==> config.mk <==
export PLATFORM = sky130hd
export DESIGN_NAME = bmd_decoder
export DESIGN_NICKNAME = d
export VERILOG_FILES = /design/src/common/bmd_pkg.sv /design/src/verilog/bmd_cond.sv /design/src/verilog/bmd_decoder.sv
export VERILOG_INCLUDE_DIRS = /design/src /design/src/common
export SDC_FILE = /design/constraint.sdc
export NUM_CORES = 1
export LEC_CHECK = 0
export BUFFER_PORTS_ARGS = -buffer_cell sky130_fd_sc_hd__buf_2
export CAP_MARGIN = 25
export CORE_ASPECT_RATIO = 1.25
export CORE_MARGIN = 2
export CORE_UTILIZATION = 50
export CTS_BUF_LIST = sky130_fd_sc_hd__clkbuf_8
export DETAILED_ROUTE_END_ITERATION = 16
export PLACE_DENSITY = 0.76
export SYNTH_ARGS = -nofsm -noshare
export SYNTH_HDL_FRONTEND = slang
export SYNTH_HIERARCHICAL = 1
export SYNTH_SLANG_ARGS = --single-unit
==> constraint.sdc <==
create_clock -name ref_clk -period 2.16 [get_ports ref_clk]
set_clock_uncertainty 0.15 [all_clocks]
set_input_delay 0.432 -clock ref_clk [delete_from_list [all_inputs] [get_ports ref_clk]]
set_output_delay 0.432 -clock ref_clk [all_outputs]
set_load 0.02 [all_outputs]
==> src/common/bmd_consts.svh <==
// opcode, prefix, length and cycle constants for the branch and misc decoder
`ifndef BMD_CONSTS_SVH
`define BMD_CONSTS_SVH
`define BMD_PFX_IND 8'h92
`define BMD_OP_JR_BASE 8'h20
`define BMD_OP_CALL_REL 8'had
`define BMD_OP_MUL 8'h42
`define BMD_OP_LD_XA 8'h97
`define BMD_OP_LD_AX 8'h9f
`define BMD_OP_LD_SA 8'h95
`define BMD_OP_LD_AS 8'h9e
`define BMD_OP_LD_SX 8'h94
`define BMD_OP_LD_XS 8'h96
`define BMD_OP_LD_XY 8'h93
`define BMD_OP_PUSH_A 8'h88
`define BMD_OP_POP_A 8'h84
`define BMD_OP_PUSH_X 8'h89
`define BMD_OP_POP_X 8'h85
`define BMD_OP_PUSH_CC 8'h8a
`define BMD_OP_POP_CC 8'h86
`define BMD_OP_RCF 8'h98
`define BMD_OP_SCF 8'h99
`define BMD_OP_RIM 8'h9a
`define BMD_OP_SIM 8'h9b
`define BMD_OP_RSP 8'h9c
`define BMD_OP_NOP 8'h9d
`define BMD_OP_INTERRUPT_EXIT 8'h80
`define BMD_OP_RET 8'h81
`define BMD_OP_TRAP 8'h83
`define BMD_OP_HALT 8'h8e
`define BMD_OP_WFI 8'h8f
`define BMD_LEN_REL 3'h2
`define BMD_LEN_IND 3'h3
`define BMD_LEN_ONE 3'h1
`define BMD_CYC_REL 4'h3
`define BMD_CYC_IND 4'h5
`define BMD_CYC_CALL 4'h6
`define BMD_CYC_CALL_IND 4'h8
`define BMD_CYC_MUL 4'hb
`define BMD_CYC_TWO 4'h2
`define BMD_CYC_PUSH 4'h3
`define BMD_CYC_POP 4'h4
`define BMD_CYC_INTERRUPT_EXIT 4'h9
`define BMD_CYC_RET 4'h6
`define BMD_CYC_TRAP 4'ha
`endif

==> src/common/bmd_pkg.sv <==
// types shared by the branch and misc decoder
`default_nettype none
package bmd_pkg;
  typedef enum logic [4:0] {
    BMD_ILLEGAL, BMD_BRANCH, BMD_CALL_REL, BMD_PRODUCT, BMD_MOVE, BMD_PUSH, BMD_POP,
    BMD_FLAG, BMD_SP_REINIT, BMD_NOP, BMD_INT_EXIT, BMD_SUB_EXIT, BMD_TRAP, BMD_HALT,
    BMD_WAIT
  } bmd_class_t;
  typedef enum logic [2:0] {
    BMD_R_NONE, BMD_R_A, BMD_R_X, BMD_R_Y, BMD_R_SP, BMD_R_CC
  } bmd_reg_t;
  typedef struct packed {
    logic carry;
    logic zero;
    logic neg;
    logic half;
    logic imask;
  } bmd_flags_t;
  typedef struct packed {
    logic valid;
    bmd_class_t cls;
    logic indirect;
    logic [2:0] length;
    logic [3:0] cycles;
    logic taken;
    bmd_reg_t src;
    bmd_reg_t dst;
    logic flag_val;
  } bmd_dec_t;
endpackage : bmd_pkg
`default_nettype wire

==> src/verilog/bmd_cond.sv <==
// branch condition evaluation for opcodes 20..2f
`default_nettype none
`include "bmd_consts.svh"
module bmd_cond (
  input wire logic [3:0] cond_sel,
  input var bmd_pkg::bmd_flags_t flags,
  input wire logic irq_level,
  output logic taken
);
  always_comb begin
    case (cond_sel)
      4'h0: taken = 1'b1;
      4'h1: taken = 1'b0;
      4'h2: taken = ~(flags.carry | flags.zero);
      4'h3: taken = flags.carry | flags.zero;
      4'h4: taken = ~flags.carry;
      4'h5: taken = flags.carry;
      4'h6: taken = ~flags.zero;
      4'h7: taken = flags.zero;
      4'h8: taken = flags.half;
      4'h9: taken = ~flags.half;
      4'ha: taken = ~flags.neg;
      4'hb: taken = flags.neg;
      4'hc: taken = ~flags.imask;
      4'hd: taken = flags.imask;
      4'he: taken = ~irq_level;
      4'hf: taken = irq_level;
      default: taken = 1'b0;
    endcase
  end
endmodule : bmd_cond
`default_nettype wire

==> src/verilog/bmd_decoder.sv <==
// opcode decoder for the relative jump group and the miscellaneous group
`default_nettype none
`include "bmd_consts.svh"
module bmd_decoder (
  input wire logic ref_clk,
  input wire logic rst,
  input wire logic byte_valid,
  input wire logic [7:0] byte_in,
  input var bmd_pkg::bmd_flags_t flags,
  input wire logic irq_pin,
  output var bmd_pkg::bmd_dec_t dec_out
);
  // irq pin is asynchronous: three stages, change accepted when 2nd and 3rd agree
  logic irq_s1_ff, irq_s2_ff, irq_s3_ff, irq_lvl_ff;
  logic nxt_irq_s1, nxt_irq_s2, nxt_irq_s3, nxt_irq_lvl;
  logic pfx_ff, nxt_pfx;
  bmd_pkg::bmd_dec_t dec_ff, nxt_dec;
  logic cond_taken;

  bmd_cond u_cond (
    .cond_sel(byte_in[3:0]),
    .flags(flags),
    .irq_level(irq_lvl_ff),
    .taken(cond_taken)
  );

  function automatic bmd_pkg::bmd_dec_t one_byte(input bmd_pkg::bmd_class_t c,
                                                 input logic [3:0] cyc,
                                                 input bmd_pkg::bmd_reg_t s,
                                                 input bmd_pkg::bmd_reg_t d,
                                                 input logic fv);
    bmd_pkg::bmd_dec_t r;
    r = '0;
    r.valid = 1'b1;
    r.cls = c;
    r.length = `BMD_LEN_ONE;
    r.cycles = cyc;
    r.src = s;
    r.dst = d;
    r.flag_val = fv;
    return r;
  endfunction : one_byte

  // a relative form is two bytes; the prefix adds one
  function automatic logic [2:0] rel_len(input logic ind);
    return ind ? `BMD_LEN_IND : `BMD_LEN_REL;
  endfunction : rel_len

  // unknown codes still answer, so the fetch side never stalls on a missing decode
  function automatic bmd_pkg::bmd_dec_t illegal_code(input logic ind);
    bmd_pkg::bmd_dec_t r;
    r = '0;
    r.valid = 1'b1;
    r.cls = bmd_pkg::BMD_ILLEGAL;
    r.indirect = ind;
    r.length = ind ? `BMD_LEN_REL : `BMD_LEN_ONE;
    return r;
  endfunction : illegal_code

  always_comb begin
    nxt_irq_s1 = irq_pin;
    nxt_irq_s2 = irq_s1_ff;
    nxt_irq_s3 = irq_s2_ff;
    nxt_irq_lvl = (irq_s2_ff == irq_s3_ff) ? irq_s3_ff : irq_lvl_ff;
  end

  always_comb begin
    nxt_pfx = pfx_ff;
    nxt_dec = '0;
    if (byte_valid) begin
      nxt_pfx = 1'b0;
      if (!pfx_ff && byte_in == `BMD_PFX_IND) begin
        nxt_pfx = 1'b1; // prefix is held until the opcode byte arrives
      end else if (byte_in[7:4] == 4'h2) begin
        nxt_dec.valid = 1'b1;
        nxt_dec.cls = bmd_pkg::BMD_BRANCH;
        nxt_dec.indirect = pfx_ff;
        nxt_dec.length = rel_len(pfx_ff);
        nxt_dec.cycles = pfx_ff ? `BMD_CYC_IND : `BMD_CYC_REL;
        nxt_dec.taken = cond_taken;
      end else if (byte_in == `BMD_OP_CALL_REL) begin
        nxt_dec.valid = 1'b1;
        nxt_dec.cls = bmd_pkg::BMD_CALL_REL;
        nxt_dec.indirect = pfx_ff;
        nxt_dec.taken = 1'b1;
        nxt_dec.length = rel_len(pfx_ff);
        nxt_dec.cycles = pfx_ff ? `BMD_CYC_CALL_IND : `BMD_CYC_CALL;
      end else if (!pfx_ff) begin
        // misc group has no prefixed forms; a prefixed one decodes illegal
        case (byte_in)
          `BMD_OP_MUL: begin
            nxt_dec = one_byte(bmd_pkg::BMD_PRODUCT,
              `BMD_CYC_MUL,
              bmd_pkg::BMD_R_X,
              bmd_pkg::BMD_R_A,
              1'b0);
          end
          `BMD_OP_LD_XA: begin
            nxt_dec = one_byte(bmd_pkg::BMD_MOVE,
              `BMD_CYC_TWO,
              bmd_pkg::BMD_R_A,
              bmd_pkg::BMD_R_X,
              1'b0);
          end
          `BMD_OP_LD_AX: begin
            nxt_dec = one_byte(bmd_pkg::BMD_MOVE,
              `BMD_CYC_TWO,
              bmd_pkg::BMD_R_X,
              bmd_pkg::BMD_R_A,
              1'b0);
          end
          `BMD_OP_LD_SA: begin
            nxt_dec = one_byte(bmd_pkg::BMD_MOVE,
              `BMD_CYC_TWO,
              bmd_pkg::BMD_R_A,
              bmd_pkg::BMD_R_SP,
              1'b0);
          end
          `BMD_OP_LD_AS: begin
            nxt_dec = one_byte(bmd_pkg::BMD_MOVE,
              `BMD_CYC_TWO,
              bmd_pkg::BMD_R_SP,
              bmd_pkg::BMD_R_A,
              1'b0);
          end
          `BMD_OP_LD_SX: begin
            nxt_dec = one_byte(bmd_pkg::BMD_MOVE,
              `BMD_CYC_TWO,
              bmd_pkg::BMD_R_X,
              bmd_pkg::BMD_R_SP,
              1'b0);
          end
          `BMD_OP_LD_XS: begin
            nxt_dec = one_byte(bmd_pkg::BMD_MOVE,
              `BMD_CYC_TWO,
              bmd_pkg::BMD_R_SP,
              bmd_pkg::BMD_R_X,
              1'b0);
          end
          `BMD_OP_LD_XY: begin
            nxt_dec = one_byte(bmd_pkg::BMD_MOVE,
              `BMD_CYC_TWO,
              bmd_pkg::BMD_R_Y,
              bmd_pkg::BMD_R_X,
              1'b0);
          end
          `BMD_OP_PUSH_A: begin
            nxt_dec = one_byte(bmd_pkg::BMD_PUSH,
              `BMD_CYC_PUSH,
              bmd_pkg::BMD_R_A,
              bmd_pkg::BMD_R_NONE,
              1'b0);
          end
          `BMD_OP_POP_A: begin
            nxt_dec = one_byte(bmd_pkg::BMD_POP,
              `BMD_CYC_POP,
              bmd_pkg::BMD_R_NONE,
              bmd_pkg::BMD_R_A,
              1'b0);
          end
          `BMD_OP_PUSH_X: begin
            nxt_dec = one_byte(bmd_pkg::BMD_PUSH,
              `BMD_CYC_PUSH,
              bmd_pkg::BMD_R_X,
              bmd_pkg::BMD_R_NONE,
              1'b0);
          end
          `BMD_OP_POP_X: begin
            nxt_dec = one_byte(bmd_pkg::BMD_POP,
              `BMD_CYC_POP,
              bmd_pkg::BMD_R_NONE,
              bmd_pkg::BMD_R_X,
              1'b0);
          end
          `BMD_OP_PUSH_CC: begin
            nxt_dec = one_byte(bmd_pkg::BMD_PUSH,
              `BMD_CYC_PUSH,
              bmd_pkg::BMD_R_CC,
              bmd_pkg::BMD_R_NONE,
              1'b0);
          end
          `BMD_OP_POP_CC: begin
            nxt_dec = one_byte(bmd_pkg::BMD_POP,
              `BMD_CYC_POP,
              bmd_pkg::BMD_R_NONE,
              bmd_pkg::BMD_R_CC,
              1'b0);
          end
          `BMD_OP_RCF: begin
            nxt_dec = one_byte(bmd_pkg::BMD_FLAG,
              `BMD_CYC_TWO,
              bmd_pkg::BMD_R_NONE,
              bmd_pkg::BMD_R_CC,
              1'b0);
          end
          `BMD_OP_SCF: begin
            nxt_dec = one_byte(bmd_pkg::BMD_FLAG,
              `BMD_CYC_TWO,
              bmd_pkg::BMD_R_NONE,
              bmd_pkg::BMD_R_CC,
              1'b1);
          end
          `BMD_OP_RIM: begin
            nxt_dec = one_byte(bmd_pkg::BMD_FLAG,
              `BMD_CYC_TWO,
              bmd_pkg::BMD_R_NONE,
              bmd_pkg::BMD_R_CC,
              1'b0);
          end
          `BMD_OP_SIM: begin
            nxt_dec = one_byte(bmd_pkg::BMD_FLAG,
              `BMD_CYC_TWO,
              bmd_pkg::BMD_R_NONE,
              bmd_pkg::BMD_R_CC,
              1'b1);
          end
          `BMD_OP_RSP: begin
            nxt_dec = one_byte(bmd_pkg::BMD_SP_REINIT,
              `BMD_CYC_TWO,
              bmd_pkg::BMD_R_NONE,
              bmd_pkg::BMD_R_SP,
              1'b0);
          end
          `BMD_OP_NOP: begin
            nxt_dec = one_byte(bmd_pkg::BMD_NOP,
              `BMD_CYC_TWO,
              bmd_pkg::BMD_R_NONE,
              bmd_pkg::BMD_R_NONE,
              1'b0);
          end
          `BMD_OP_INTERRUPT_EXIT: begin
            nxt_dec = one_byte(bmd_pkg::BMD_INT_EXIT,
              `BMD_CYC_INTERRUPT_EXIT,
              bmd_pkg::BMD_R_NONE,
              bmd_pkg::BMD_R_NONE,
              1'b0);
          end
          `BMD_OP_RET: begin
            nxt_dec = one_byte(bmd_pkg::BMD_SUB_EXIT,
              `BMD_CYC_RET,
              bmd_pkg::BMD_R_NONE,
              bmd_pkg::BMD_R_NONE,
              1'b0);
          end
          `BMD_OP_TRAP: begin
            nxt_dec = one_byte(bmd_pkg::BMD_TRAP,
              `BMD_CYC_TRAP,
              bmd_pkg::BMD_R_NONE,
              bmd_pkg::BMD_R_NONE,
              1'b0);
          end
          `BMD_OP_HALT: begin
            nxt_dec = one_byte(bmd_pkg::BMD_HALT,
              `BMD_CYC_TWO,
              bmd_pkg::BMD_R_NONE,
              bmd_pkg::BMD_R_NONE,
              1'b0);
          end
          `BMD_OP_WFI: begin
            nxt_dec = one_byte(bmd_pkg::BMD_WAIT,
              `BMD_CYC_TWO,
              bmd_pkg::BMD_R_NONE,
              bmd_pkg::BMD_R_NONE,
              1'b0);
          end
          default: begin
            nxt_dec = illegal_code(1'b0);
          end
        endcase
      end else begin
        nxt_dec = illegal_code(1'b1);
      end
    end
  end

  always_ff @(posedge ref_clk) begin
    if (rst) begin
      irq_s1_ff <= 1'b0;
      irq_s2_ff <= 1'b0;
      irq_s3_ff <= 1'b0;
      irq_lvl_ff <= 1'b0;
    end else begin
      irq_s1_ff <= nxt_irq_s1;
      irq_s2_ff <= nxt_irq_s2;
      irq_s3_ff <= nxt_irq_s3;
      irq_lvl_ff <= nxt_irq_lvl;
    end
  end

  // prefix and answer reset together so a half-seen prefixed pair never survives
  always_ff @(posedge ref_clk) begin
    if (rst) begin
      pfx_ff <= 1'b0;
      dec_ff <= '0;
    end else begin
      pfx_ff <= nxt_pfx;
      dec_ff <= nxt_dec;
    end
  end

  assign dec_out = dec_ff;
endmodule : bmd_decoder
`default_nettype wire

==> results of run 1 <==
-- stage by stage --
stage	hold WS, ns	instance area [um^2]	power [W]
after global routing	0.2332	1765	0.0009577
final	0.2170	1765	0.0009195
after CTS	0.2225	1765	0.0009209
after floorplan	0.2638	1496	0.0005946
after global placement	0.2799	1717	0.0006400
after detailed placement	0.2798	1717	0.0006442
-- power breakdown --
group / switching [W] / internal [W] / total [W]
registers: 0.00000189 / 0.000468 / 0.000470
logic: 0.0000989 / 0.0000666 / 0.000165
clock network: 0.000153 / 0.000131 / 0.000284
total: 0.000254 / 0.000666 / 0.000919
-- area by class of cell --
cell class	count	share of cell area (%)
Clock buffer	3	2.339
Sequential cell	25	28.35
Clock inverter	1	0.4252
Timing Repair Buffer	46	15.17
Tap cell	36	2.551
Multi-Input combinational cell	131	50.11
Inverter	5	1.063
-- cell usage after synthesis, types with 2 or more instances --
library cell	count	area [um^2]
and2_1	4	25.02
nand3b_1	4	30.03
and2b_1	2	15.01
clkbuf_1	5	18.77
nor2_1	11	41.29
buf_4	4	30.03
nand2_1	15	56.30
a22o_1	2	17.52
nand2b_1	2	12.51
mux2i_1	3	30.03
xor2_1	2	17.52
a22oi_1	2	15.01
nor4_1	2	12.51
o211ai_1	2	15.01
inv_1	5	18.77
o21bai_1	2	15.01
nor2b_1	10	62.56
buf_2	2	10.01
nand4_1	2	12.51
dfxtp_1	25	500.5
a211oi_2	2	25.02
a21oi_1	16	80.08
a31oi_1	5	31.28
o21ai_0	8	40.04
buf_6	3	33.78
nor3_1	5	25.02
o22ai_1	2	12.51
-- registers in the layout, indices dropped and copies added (netlist names) --
| name | cells |
|---|---|
| irq_lvl_ff | 1 |
| irq_s1_ff | 1 |
| irq_s3_ff | 1 |
| dec_out | 20 |
| pfx_ff | 1 |
| irq_s2_ff | 1 |
-- cell families (layout without fill, tap and decap cells) --
kind of cell	count (synthesis)	in the layout	synth area share [%]
buffers and inverters	19	55	7.460
other	1	2	0.2512
AO/OA/AOI/OAI	50	50	22.63
multiplexers	3	3	2.012
adder cells (fa/ha/maj)	1	1	0.8381
AND/OR/NAND/NOR	72	72	31.52
XOR/XNOR	3	3	1.761
flip-flops	25	25	33.53
-- worst max-delay path, cell delays in order --
cell and delay [ns]:
buf_2 0.13, nor4bb_4 0.53, buf_4 0.23, nand2_4 0.06, nor4b_2 0.24, nor2_1 0.06
a31oi_1 0.15
-- how the worst min path moves through the flow --
stage	cells after the start	slack, ns	end	startpoint
2_1_floorplan	1	0.26	irq_s2_ff$_SDFF_PP0_	irq_s1_ff$_SDFF_PP0_
3_3_place_gp	1	0.28	irq_s2_ff$_SDFF_PP0_	irq_s1_ff$_SDFF_PP0_
3_5_place_dp	1	0.28	irq_s2_ff$_SDFF_PP0_	irq_s1_ff$_SDFF_PP0_
4_1_cts	2	0.22	irq_s1_ff$_SDFF_PP0_	irq_pin
5_1_grt	2	0.23	irq_s2_ff$_SDFF_PP0_	rst
6_report	2	0.22	irq_s1_ff$_SDFF_PP0_	irq_pin
-- per-layer routing --
metal	part of all wire, %	vias to the layer above	wire [um]
met5	0	-	0
met4	2.4	0	80
met3	4.8	9	162
met2	52	47	1759
met1	40	657	1354
li1	-	698	-
==> results.txt, run 1 <==
GR Util met2 -> 37.19%
RR Endpoint -> dec_out[7]$_SDFF_PP0_
Antenna cell count -> 0
GR Util All Layers -> 21.36%
R2R Setup Slk -> 0.63 ns
Area Overhead vs Synth -> 18.27%
Root Driver -> clkbuf_8
Synth Flop Type -> dfxtp_1
Area of the multi-input gates -> 884.6 um^2
Core Area -> 0.002890 mm^2
TritonCTS Buffers -> 3
Initial antenna violation count -> 0
Start point of the critical path -> byte_in[7]
Final-report hold violation count -> 0
CTS resizes -> 0
Grt ovf -> 0
Clk buf depth -> 2
Pin count of the biggest net entering global routing -> 18
Routed WL -> 3356 um
Period utilisation layout -> 82.04%
Post-DR vias/cell -> 5.713
Final Instance Count excl. Fillers -> 247
H-tree depth -> 1
FF/Latch Area -> 500.5 um^2
Clock Sinks -> 25
Share of post-route cells with drive strength above 1 -> 28.91%
Fmax -> 564.3 MHz
Hold Buf Count CTS -> 0
Dpl hpwl -> 2581 um
Buffers on Ports -> 36
CTS tree -> done
WS Path Type -> input pin to register
Worst min path class -> input pin to register
Status -> completed
First-pass GRT wire length -> 5540 um
# DRC -> 0
Leakage power -> 0.7605 nW
Commonest cells after routing, fill and taps aside -> buf_2, dfxtp_1, a21oi_1
Cell Area, Synth -> 0.001493 mm^2
Req. time, crit path -> 2.22 ns
Worst-Skew Late Latency -> 0.27 ns
Initial Util -> 51.65%
Row Count -> 22
Placed cells -> 243
Max Slew Vio Count -> 0
Register area share after synthesis -> 33.53%
Mapped Cells -> 174
Clock slew seen by the registers of the worst setup and hold paths -> 0.09 ns
Layout Nets -> 230
Unrepaired setup endpoints after global routing -> false
Post-synth EDFFs -> 0
Peak VDD IR -> 321.0 uV
CP Max Fanout -> 7
RD Place Congestion -> 0.9075
Number of global-route vias before repair -> 1272
Fin util -> 61.08%
Number of synthesized register bits -> 25
Pwr Density -> 520.8 mW/mm^2
Max-Cap Viols -> 0
Most common cell after layout, fill and taps aside -> buf_2
Critical Path End Type -> register
DRT antenna net count -> 0
CP Data Arrival Time -> 1.83 ns
Vias post-DR -> 1411
Yosys Warn Count -> 6
Worst R2R Start -> irq_lvl_ff$_SDFFE_PP0N_
GRT met1 Usage -> 25.93%
Worst Setup Slack, final -> 0.3880 ns
Die Height -> 65.09 um
Post-route minimum period -> 1.772 ns
Starting DRT DRC Count -> 44
Die area -> 0.003441 mm^2
Setup Fix Bufs, Post-CTS -> 0
Distinct cell type count after synthesis -> 54
Startpoint class of the critical path -> input pin
Wire per inst -> 13.59 um
1st-pass router iterations -> 4
Async set or reset register ratio after synthesis -> 0%
Mean area per synthesized cell -> 8.579 um^2
Setup violators final -> 0
Setup TNS -> 0 ns
Met3 Resource Use GR -> 2.273%
Worst-case reg-to-reg path depth -> 6
Worst slack at placement -> 0.09011 ns
Die Span X -> 52.87 um
Fillers -> 254
GR peak layer -> met2
Worst setup path end -> dec_out[9]$_SDFF_PP0_
Number of I/O pins -> 39
(Power assumes the default switching activity.)
==> run 2: changes to the inputs <==
Clock period 2.16 ns to 1.7 ns, I/O delays scaled along.
==> run 2 against run 1 <==
- critical path depth down 1
- sequential cell count unchanged
- clock-buffer cell count did not move
- sequential share of layout area shrank 3.3 points
- critical path type unchanged
- largest power group unchanged
==> results.txt, run 2 (synthesized netlist as in run 1, its figures left out) <==
Status -> completed (unchanged)
Largest register FFs -> 20 (unchanged)
Commonest cells after routing, fill and taps aside -> buf_4, buf_2, dfxtp_1 (was buf_2, dfxtp_1, a21oi_1)
Clk buf depth -> 2 (unchanged)
TritonCTS Buffers -> 3 (unchanged)
# DRC -> 0 (unchanged)
Critical Path End Type -> register (unchanged)
RD Place Congestion -> 0.9678 (was 0.9075)
Worst R2R Start -> pfx_ff$_SDFFE_PP0P_ (was irq_lvl_ff$_SDFFE_PP0N_)
Clock power share -> 29.7% (was 30.9%)
DP Area -> 0.001947 mm^2 (was 0.001717 mm^2)
Peak per-stage delay on the critical path -> 0.46 ns (was 0.53 ns)
CP delay by family, top -> compound AO/OA/AOI/OAI gates (was simple AND/OR/NAND/NOR gates)
DRT antenna net count -> 0 (unchanged)
Pin count of the biggest net entering global routing -> 18 (unchanged)
Worst min path class -> input pin to register (unchanged)
First-pass GRT wire length -> 6582 um (was 5540 um)
Initial antenna violation count -> 0 (unchanged)
Startpoint class of the critical path -> input pin (unchanged)
Clock slew seen by the registers of the worst setup and hold paths -> 0.09 ns (about the same)
Dpl hpwl -> 3066 um (was 2581 um)
Post-route minimum period -> 1.609 ns
Die area -> 0.003441 mm^2 (unchanged)
H-tree depth -> 1 (unchanged)
Worst-Skew Late Latency -> 0.28 ns (was 0.27 ns)
Max-Cap Viols -> 0 (unchanged)
Buffers on Ports -> 36 (unchanged)
Clock Sinks -> 25 (unchanged)
Fmax -> 621.6 MHz
CP Max Fanout -> 7 (unchanged)
Max Slew Vio Count -> 0 (unchanged)
Post-DR vias/cell -> 5.525 (was 5.713)
CTS tree -> done (unchanged)
Req. time, crit path -> 1.75 ns (was 2.22 ns)
Leakage power -> 0.9050 nW (was 0.7605 nW)
Worst-case reg-to-reg path depth -> 3 (was 6)
Routed WL -> 3949 um (was 3356 um)
1st-pass router iterations -> 4 (unchanged)
Hold wc startpoint -> irq_pin (unchanged)
Setup Fix Bufs, Post-CTS -> 0 (unchanged)
Antenna cell count -> 0 (unchanged)
CP max stage cell -> o41ai_1 (was nor4bb_4)
Unrepaired setup endpoints after global routing -> false (unchanged)
CP Data Arrival Time -> 1.66 ns (was 1.83 ns)
Setup TNS -> 0 ns (unchanged)
Grt ovf -> 0 (unchanged)
Most common cell after layout, fill and taps aside -> buf_4 (was buf_2)
Pwr Density -> 608.5 mW/mm^2 (was 520.8 mW/mm^2)
Cell Int Power -> 0.0008811 W (was 0.0006658 W)
Slew of the pin with the lowest slew margin -> 0.5229 ns
Hold path depth -> 2 (unchanged)
Critical path buffer and inverter count -> 1 (was 2)
Comb pwr share -> 21.2% (was 18.0%)
Vias post-DR -> 1525 (was 1411)
Wire per inst -> 14.31 um (was 13.59 um)
Area Overhead vs Synth -> 33.86% (was 18.27%)
Most frequent cell on the critical path -> a21oi_1
P_sw -> 0.0003349 W (was 0.0002536 W)
Layout Nets -> 259 (was 230)
GR Util All Layers -> 25.51% (was 21.36%)
Worst slew margin -> 64.68%
Root Driver -> clkbuf_8 (unchanged)
Final-report hold violation count -> 0 (unchanged)
RR Endpoint -> dec_out[12]$_SDFF_PP0_ (was dec_out[7]$_SDFF_PP0_)
CP cell instances -> buf_2, and2_1, a21oi_1, o41ai_1, a21oi_1, a31oi_1 (was buf_2, nor4bb_4, buf_4, nand2_4, nor4b_2, nor2_1, a31oi_1)
Hold Path Sink -> irq_s1_ff$_SDFF_PP0_ (unchanged)
Initial Util -> 51.65% (unchanged)
Seq pwr share -> 49.1% (was 51.1%)
Number of global-route vias before repair -> 1481 (was 1272)
Die Span X -> 52.87 um (unchanged)
Core Area -> 0.002890 mm^2 (unchanged)
Row Count -> 22 (unchanged)
Final instance area -> 0.001998 mm^2 (was 0.001765 mm^2)
Peak VDD IR -> 616.6 uV (was 321.0 uV)
Sw frac -> 27.54% (was 27.58%)
Starting DRT DRC Count -> 52 (was 44)
WS Path Type -> input pin to register (unchanged)
Number of I/O pins -> 39 (unchanged)
R2R Setup Slk -> 0.17 ns (was 0.63 ns)
Period utilisation layout -> 94.63%
Die Height -> 65.09 um (unchanged)
Setup violators final -> 0 (unchanged)
Share of post-route cells with drive strength above 1 -> 37.92% (was 28.91%)
[run 2: changes by cell type in the layout (fill, tap and decap cells not counted), sizes merged]
| cell | delta |
|---|---|
| buf | +29 |
[run 2: stage by stage]
stage          std cells  power [W]  setup slack (ns)  hold WS, ns  utilization (%)
6_report             276   0.001216           0.09134       0.1227            69.13
5_1_grt              276   0.001273           0.04222       0.1309            69.13
4_1_cts              276   0.001218           0.08020       0.1262            69.13
3_5_place_dp         272  0.0008652           -0.2967       0.2897            67.36
3_3_place_gp         272  0.0008584           -0.1197       0.2820            67.36
2_1_floorplan        175  0.0007555           0.02796       0.2591                -
[run 2: final cells by class]
cell class                 count  area, um^2
tap                           36       45.04
clock inverter                 1       7.507
inverter                       5       18.77
fill                         248       892.1
sequential                    25       500.5
multi-input combinational    131       887.1
clock buffer                   3       41.29
timing repair buffer          75       498.0
[run 2: layer usage]
metal,vias to the layer above,track usage [%],wire (um),part of all wire (%)
met5,-,0,0,0
met4,0,7.051,72,1.8
li1,752,-,-,-
met3,9,4.091,188,4.8
met2,56,48.13,2133,54
met1,708,28.49,1555,39
[run 2: how the worst max path moves through the flow]
stage / start / end / slack, ns / cells after the start
floorplan: byte_in[5] / dec_out[2]$_SDFF_PP0_ / 0.03 / 8
global placement: byte_in[6] / dec_out[9]$_SDFF_PP0_ / -0.12 / 7
detailed placement: byte_in[5] / dec_out[12]$_SDFF_PP0_ / -0.30 / 6
CTS: byte_in[5] / dec_out[12]$_SDFF_PP0_ / 0.08 / 6
global route: byte_in[2] / dec_out[9]$_SDFF_PP0_ / 0.04 / 6
finish: byte_in[2] / dec_out[9]$_SDFF_PP0_ / 0.09 / 6
[run 2: power by group through the flow]
stage	combinational, W	sequential [W]	clock (W)
floorplan	0.000135	0.000621	0
global placement	0.000247	0.000611	0
detailed placement	0.000254	0.000612	0
CTS	0.000255	0.000598	0.000365
global route	0.000279	0.000599	0.000396
finish	0.000258	0.000598	0.000361
[run 2: timing repair]
action / in CTS / in global routing
hold buffers: 0 / 0
endpoints found under the setup margin: 1 / 0
gates resized for setup: 1 / 0
==> run 3: changes to the inputs <==
Settings changed: CORE_ASPECT_RATIO 1.25 to not set, PLACE_DENSITY 0.76 to not set, PLACE_DENSITY_LB_ADDON set to 0.08.
==> run 3 against run 2 <==
- the run now ends with design-rule violations left
- critical path depth unchanged
- first-iteration DRC count increased by 23%
- total power about the same
- routed wire length decreased by 5.8%
- combinational power about the same
- worst setup slack improved by 0.020 ns
- via count decreased by 0.92%
- die area about the same
- sequential share of layout area decreased by 0.23 points
- worst hold slack improved by 0.013 ns
- global-route usage decreased by 1.6 points
- register-to-register slack about the same
- critical path type unchanged
- largest power group unchanged
==> results.txt, run 3 (synthesized netlist as in run 1, its figures left out) <==
Status -> finished, violations left (was completed)
Failing checks -> design-rule violations
Clk buf depth -> 2 (unchanged)
Cell Int Power -> 0.0008833 W (was 0.0008811 W)
TritonCTS Buffers -> 3 (unchanged)
DRT antenna net count -> 0 (unchanged)
P_sw -> 0.0003315 W (was 0.0003349 W)
Setup violators final -> 0 (unchanged)
Period utilisation layout -> 93.45% (was 94.63%)
Leakage power -> 0.9190 nW (was 0.9050 nW)
Buffers on Ports -> 36 (unchanged)
Comb pwr share -> 21.4% (was 21.2%)
Pwr Density -> 602.3 mW/mm^2 (was 608.5 mW/mm^2)
Max Slew Vio Count -> 0 (unchanged)
Fmax -> 629.5 MHz (was 621.6 MHz)
Seq pwr share -> 49.2% (was 49.1%)
Initial Util -> 53.21% (was 51.65%)
Fillers -> 225 (was 248)
1st-pass router iterations -> 10 (was 4)
Core Area -> 0.002805 mm^2 (was 0.002890 mm^2)
CTS resizes -> 0 (was 1)
Worst setup path end -> dec_out[16]$_SDFF_PP0_ (was dec_out[9]$_SDFF_PP0_)
CTS tree -> done (unchanged)
Clock power share -> 29.4% (was 29.7%)
Grt ovf -> 0 (unchanged)
H-tree depth -> 1 (unchanged)
Req. time, crit path -> 1.75 ns (about the same)
Area Overhead vs Synth -> 35.12% (was 33.86%)
Sw frac -> 27.29% (was 27.54%)
Vias post-DR -> 1511 (was 1525)
RD Place Congestion -> 0.8947 (was 0.9678)
Worst-case reg-to-reg path depth -> 6 (was 3)
WS Path Type -> input pin to register (unchanged)
Tot Pwr -> 0.001215 W (was 0.001216 W)
Commonest cells after routing, fill and taps aside -> buf_4, buf_2, dfxtp_1 (unchanged)
Hold Buf Count CTS -> 0 (unchanged)
Worst-Skew Late Latency -> 0.27 ns (was 0.28 ns)
Starting DRT DRC Count -> 64 (was 52)
R2R Setup Slk -> 0.17 ns (about the same)
Post-route minimum period -> 1.589 ns (was 1.609 ns)
Layout Nets -> 261 (was 259)
Die Span X -> 58.64 um (was 52.87 um)
Antenna cell count -> 0 (unchanged)
Clock slew seen by the registers of the worst setup and hold paths -> 0.09 ns (about the same)
Dpl hpwl -> 2946 um (was 3066 um)
Startpoint class of the critical path -> input pin (unchanged)
Share of post-route cells with drive strength above 1 -> 38.02% (was 37.92%)
Setup TNS -> 0 ns (unchanged)
Fin util -> 71.90% (was 69.13%)
CP Max Fanout -> 6 (was 7)
Start point of the critical path -> byte_in[6] (was byte_in[2])
First-pass GRT wire length -> 6306 um (was 6582 um)
Worst R2R Start -> irq_lvl_ff$_SDFFE_PP0N_ (was pfx_ff$_SDFFE_PP0P_)
RR Endpoint -> dec_out[7]$_SDFF_PP0_ (was dec_out[12]$_SDFF_PP0_)
Wire per inst -> 13.63 um (was 14.31 um)
Unrepaired setup endpoints after global routing -> false (unchanged)
Row Count -> 19 (was 22)
Number of I/O pins -> 39 (unchanged)
Max-Cap Viols -> 0 (unchanged)
Peak VDD IR -> 302.7 uV (was 616.6 uV)
Largest register FFs -> 20 (unchanged)
Most common cell after layout, fill and taps aside -> buf_4 (unchanged)
Post-DR vias/cell -> 5.535 (was 5.525)
Root Driver -> clkbuf_8 (unchanged)
Number of global-route vias before repair -> 1407 (was 1481)
Initial antenna violation count -> 0 (unchanged)
Setup Fix Bufs, Post-CTS -> 0 (unchanged)
Die Height -> 58.64 um (was 65.09 um)
# DRC -> 4 (was 0)
Final-report hold violation count -> 0 (unchanged)
Critical Path End Type -> register (unchanged)
Clock Sinks -> 25 (unchanged)
GR Util All Layers -> 23.92% (was 25.51%)
Worst min path class -> input pin to register (unchanged)
Pin count of the biggest net entering global routing -> 18 (unchanged)
Routed WL -> 3721 um (was 3949 um)
Die area -> 0.003439 mm^2 (was 0.003441 mm^2)
CP Data Arrival Time -> 1.63 ns (was 1.66 ns)
run 3: metrics by stage:
stage,instance area (um^2),setup WS (ns),instances,hold slack (ns)
after global routing,2017,0.0001075,273,0.1463
final,2017,0.1114,273,0.1362
after detailed placement,1961,-0.1803,268,0.2979
after CTS,2009,0.09390,272,0.1411
after floorplan,1496,0.02796,175,0.2591
after global placement,1961,-0.1962,268,0.2790
run 3: layout make-up:
type                       instances  area (um^2)  area share (%)
multi-input combinational        131        884.6           43.86
timing repair buffer              77        525.5           26.05
sequential                        25        500.5           24.81
clock buffer                       3        41.29           2.047
tap                               31        38.79           1.923
inverter                           5        18.77          0.9305
clock inverter                     1        7.507          0.3722
run 3: power groups by stage:
| stage | sequential (W) | combinational [W] | clock (W) |
|---|---|---|---|
| 6_report | 0.000598 | 0.000260 | 0.000358 |
| 3_5_place_dp | 0.000611 | 0.000257 | 0 |
| 3_3_place_gp | 0.000611 | 0.000250 | 0 |
| 5_1_grt | 0.000599 | 0.000283 | 0.000379 |
| 2_1_floorplan | 0.000621 | 0.000135 | 0 |
| 4_1_cts | 0.000598 | 0.000257 | 0.000363 |
run 3: how the worst min path moves through the flow:
| stage | from | endpoint | slack (ns) | cells past startpoint |
|---|---|---|---|---|
| finish | irq_pin | irq_s1_ff$_SDFF_PP0_ | 0.14 | 2 |
| floorplan | rst | irq_lvl_ff$_SDFFE_PP0N_ | 0.26 | 1 |
| detailed placement | irq_s1_ff$_SDFF_PP0_ | irq_s2_ff$_SDFF_PP0_ | 0.30 | 1 |
| global route | irq_pin | irq_s1_ff$_SDFF_PP0_ | 0.15 | 2 |
| CTS | irq_pin | irq_s1_ff$_SDFF_PP0_ | 0.14 | 2 |
| global placement | irq_s1_ff$_SDFF_PP0_ | irq_s2_ff$_SDFF_PP0_ | 0.28 | 1 |
run 3: per-layer routing:
layer,vias to the layer above,part of all wire (%),GRT usage [%]
li1,757,-,-
met1,691,45,31.69
met2,55,48,40.13
met3,8,5.7,2.418
met4,0,2.2,9.416
met5,-,0,0
run 3: worst max-delay path, cell delays in order:
cell     delay, ns
buf_2         0.14
or2b_1        0.26
o41ai_1       0.48
buf_4         0.19
a21oi_1       0.07
a31oi_1       0.14
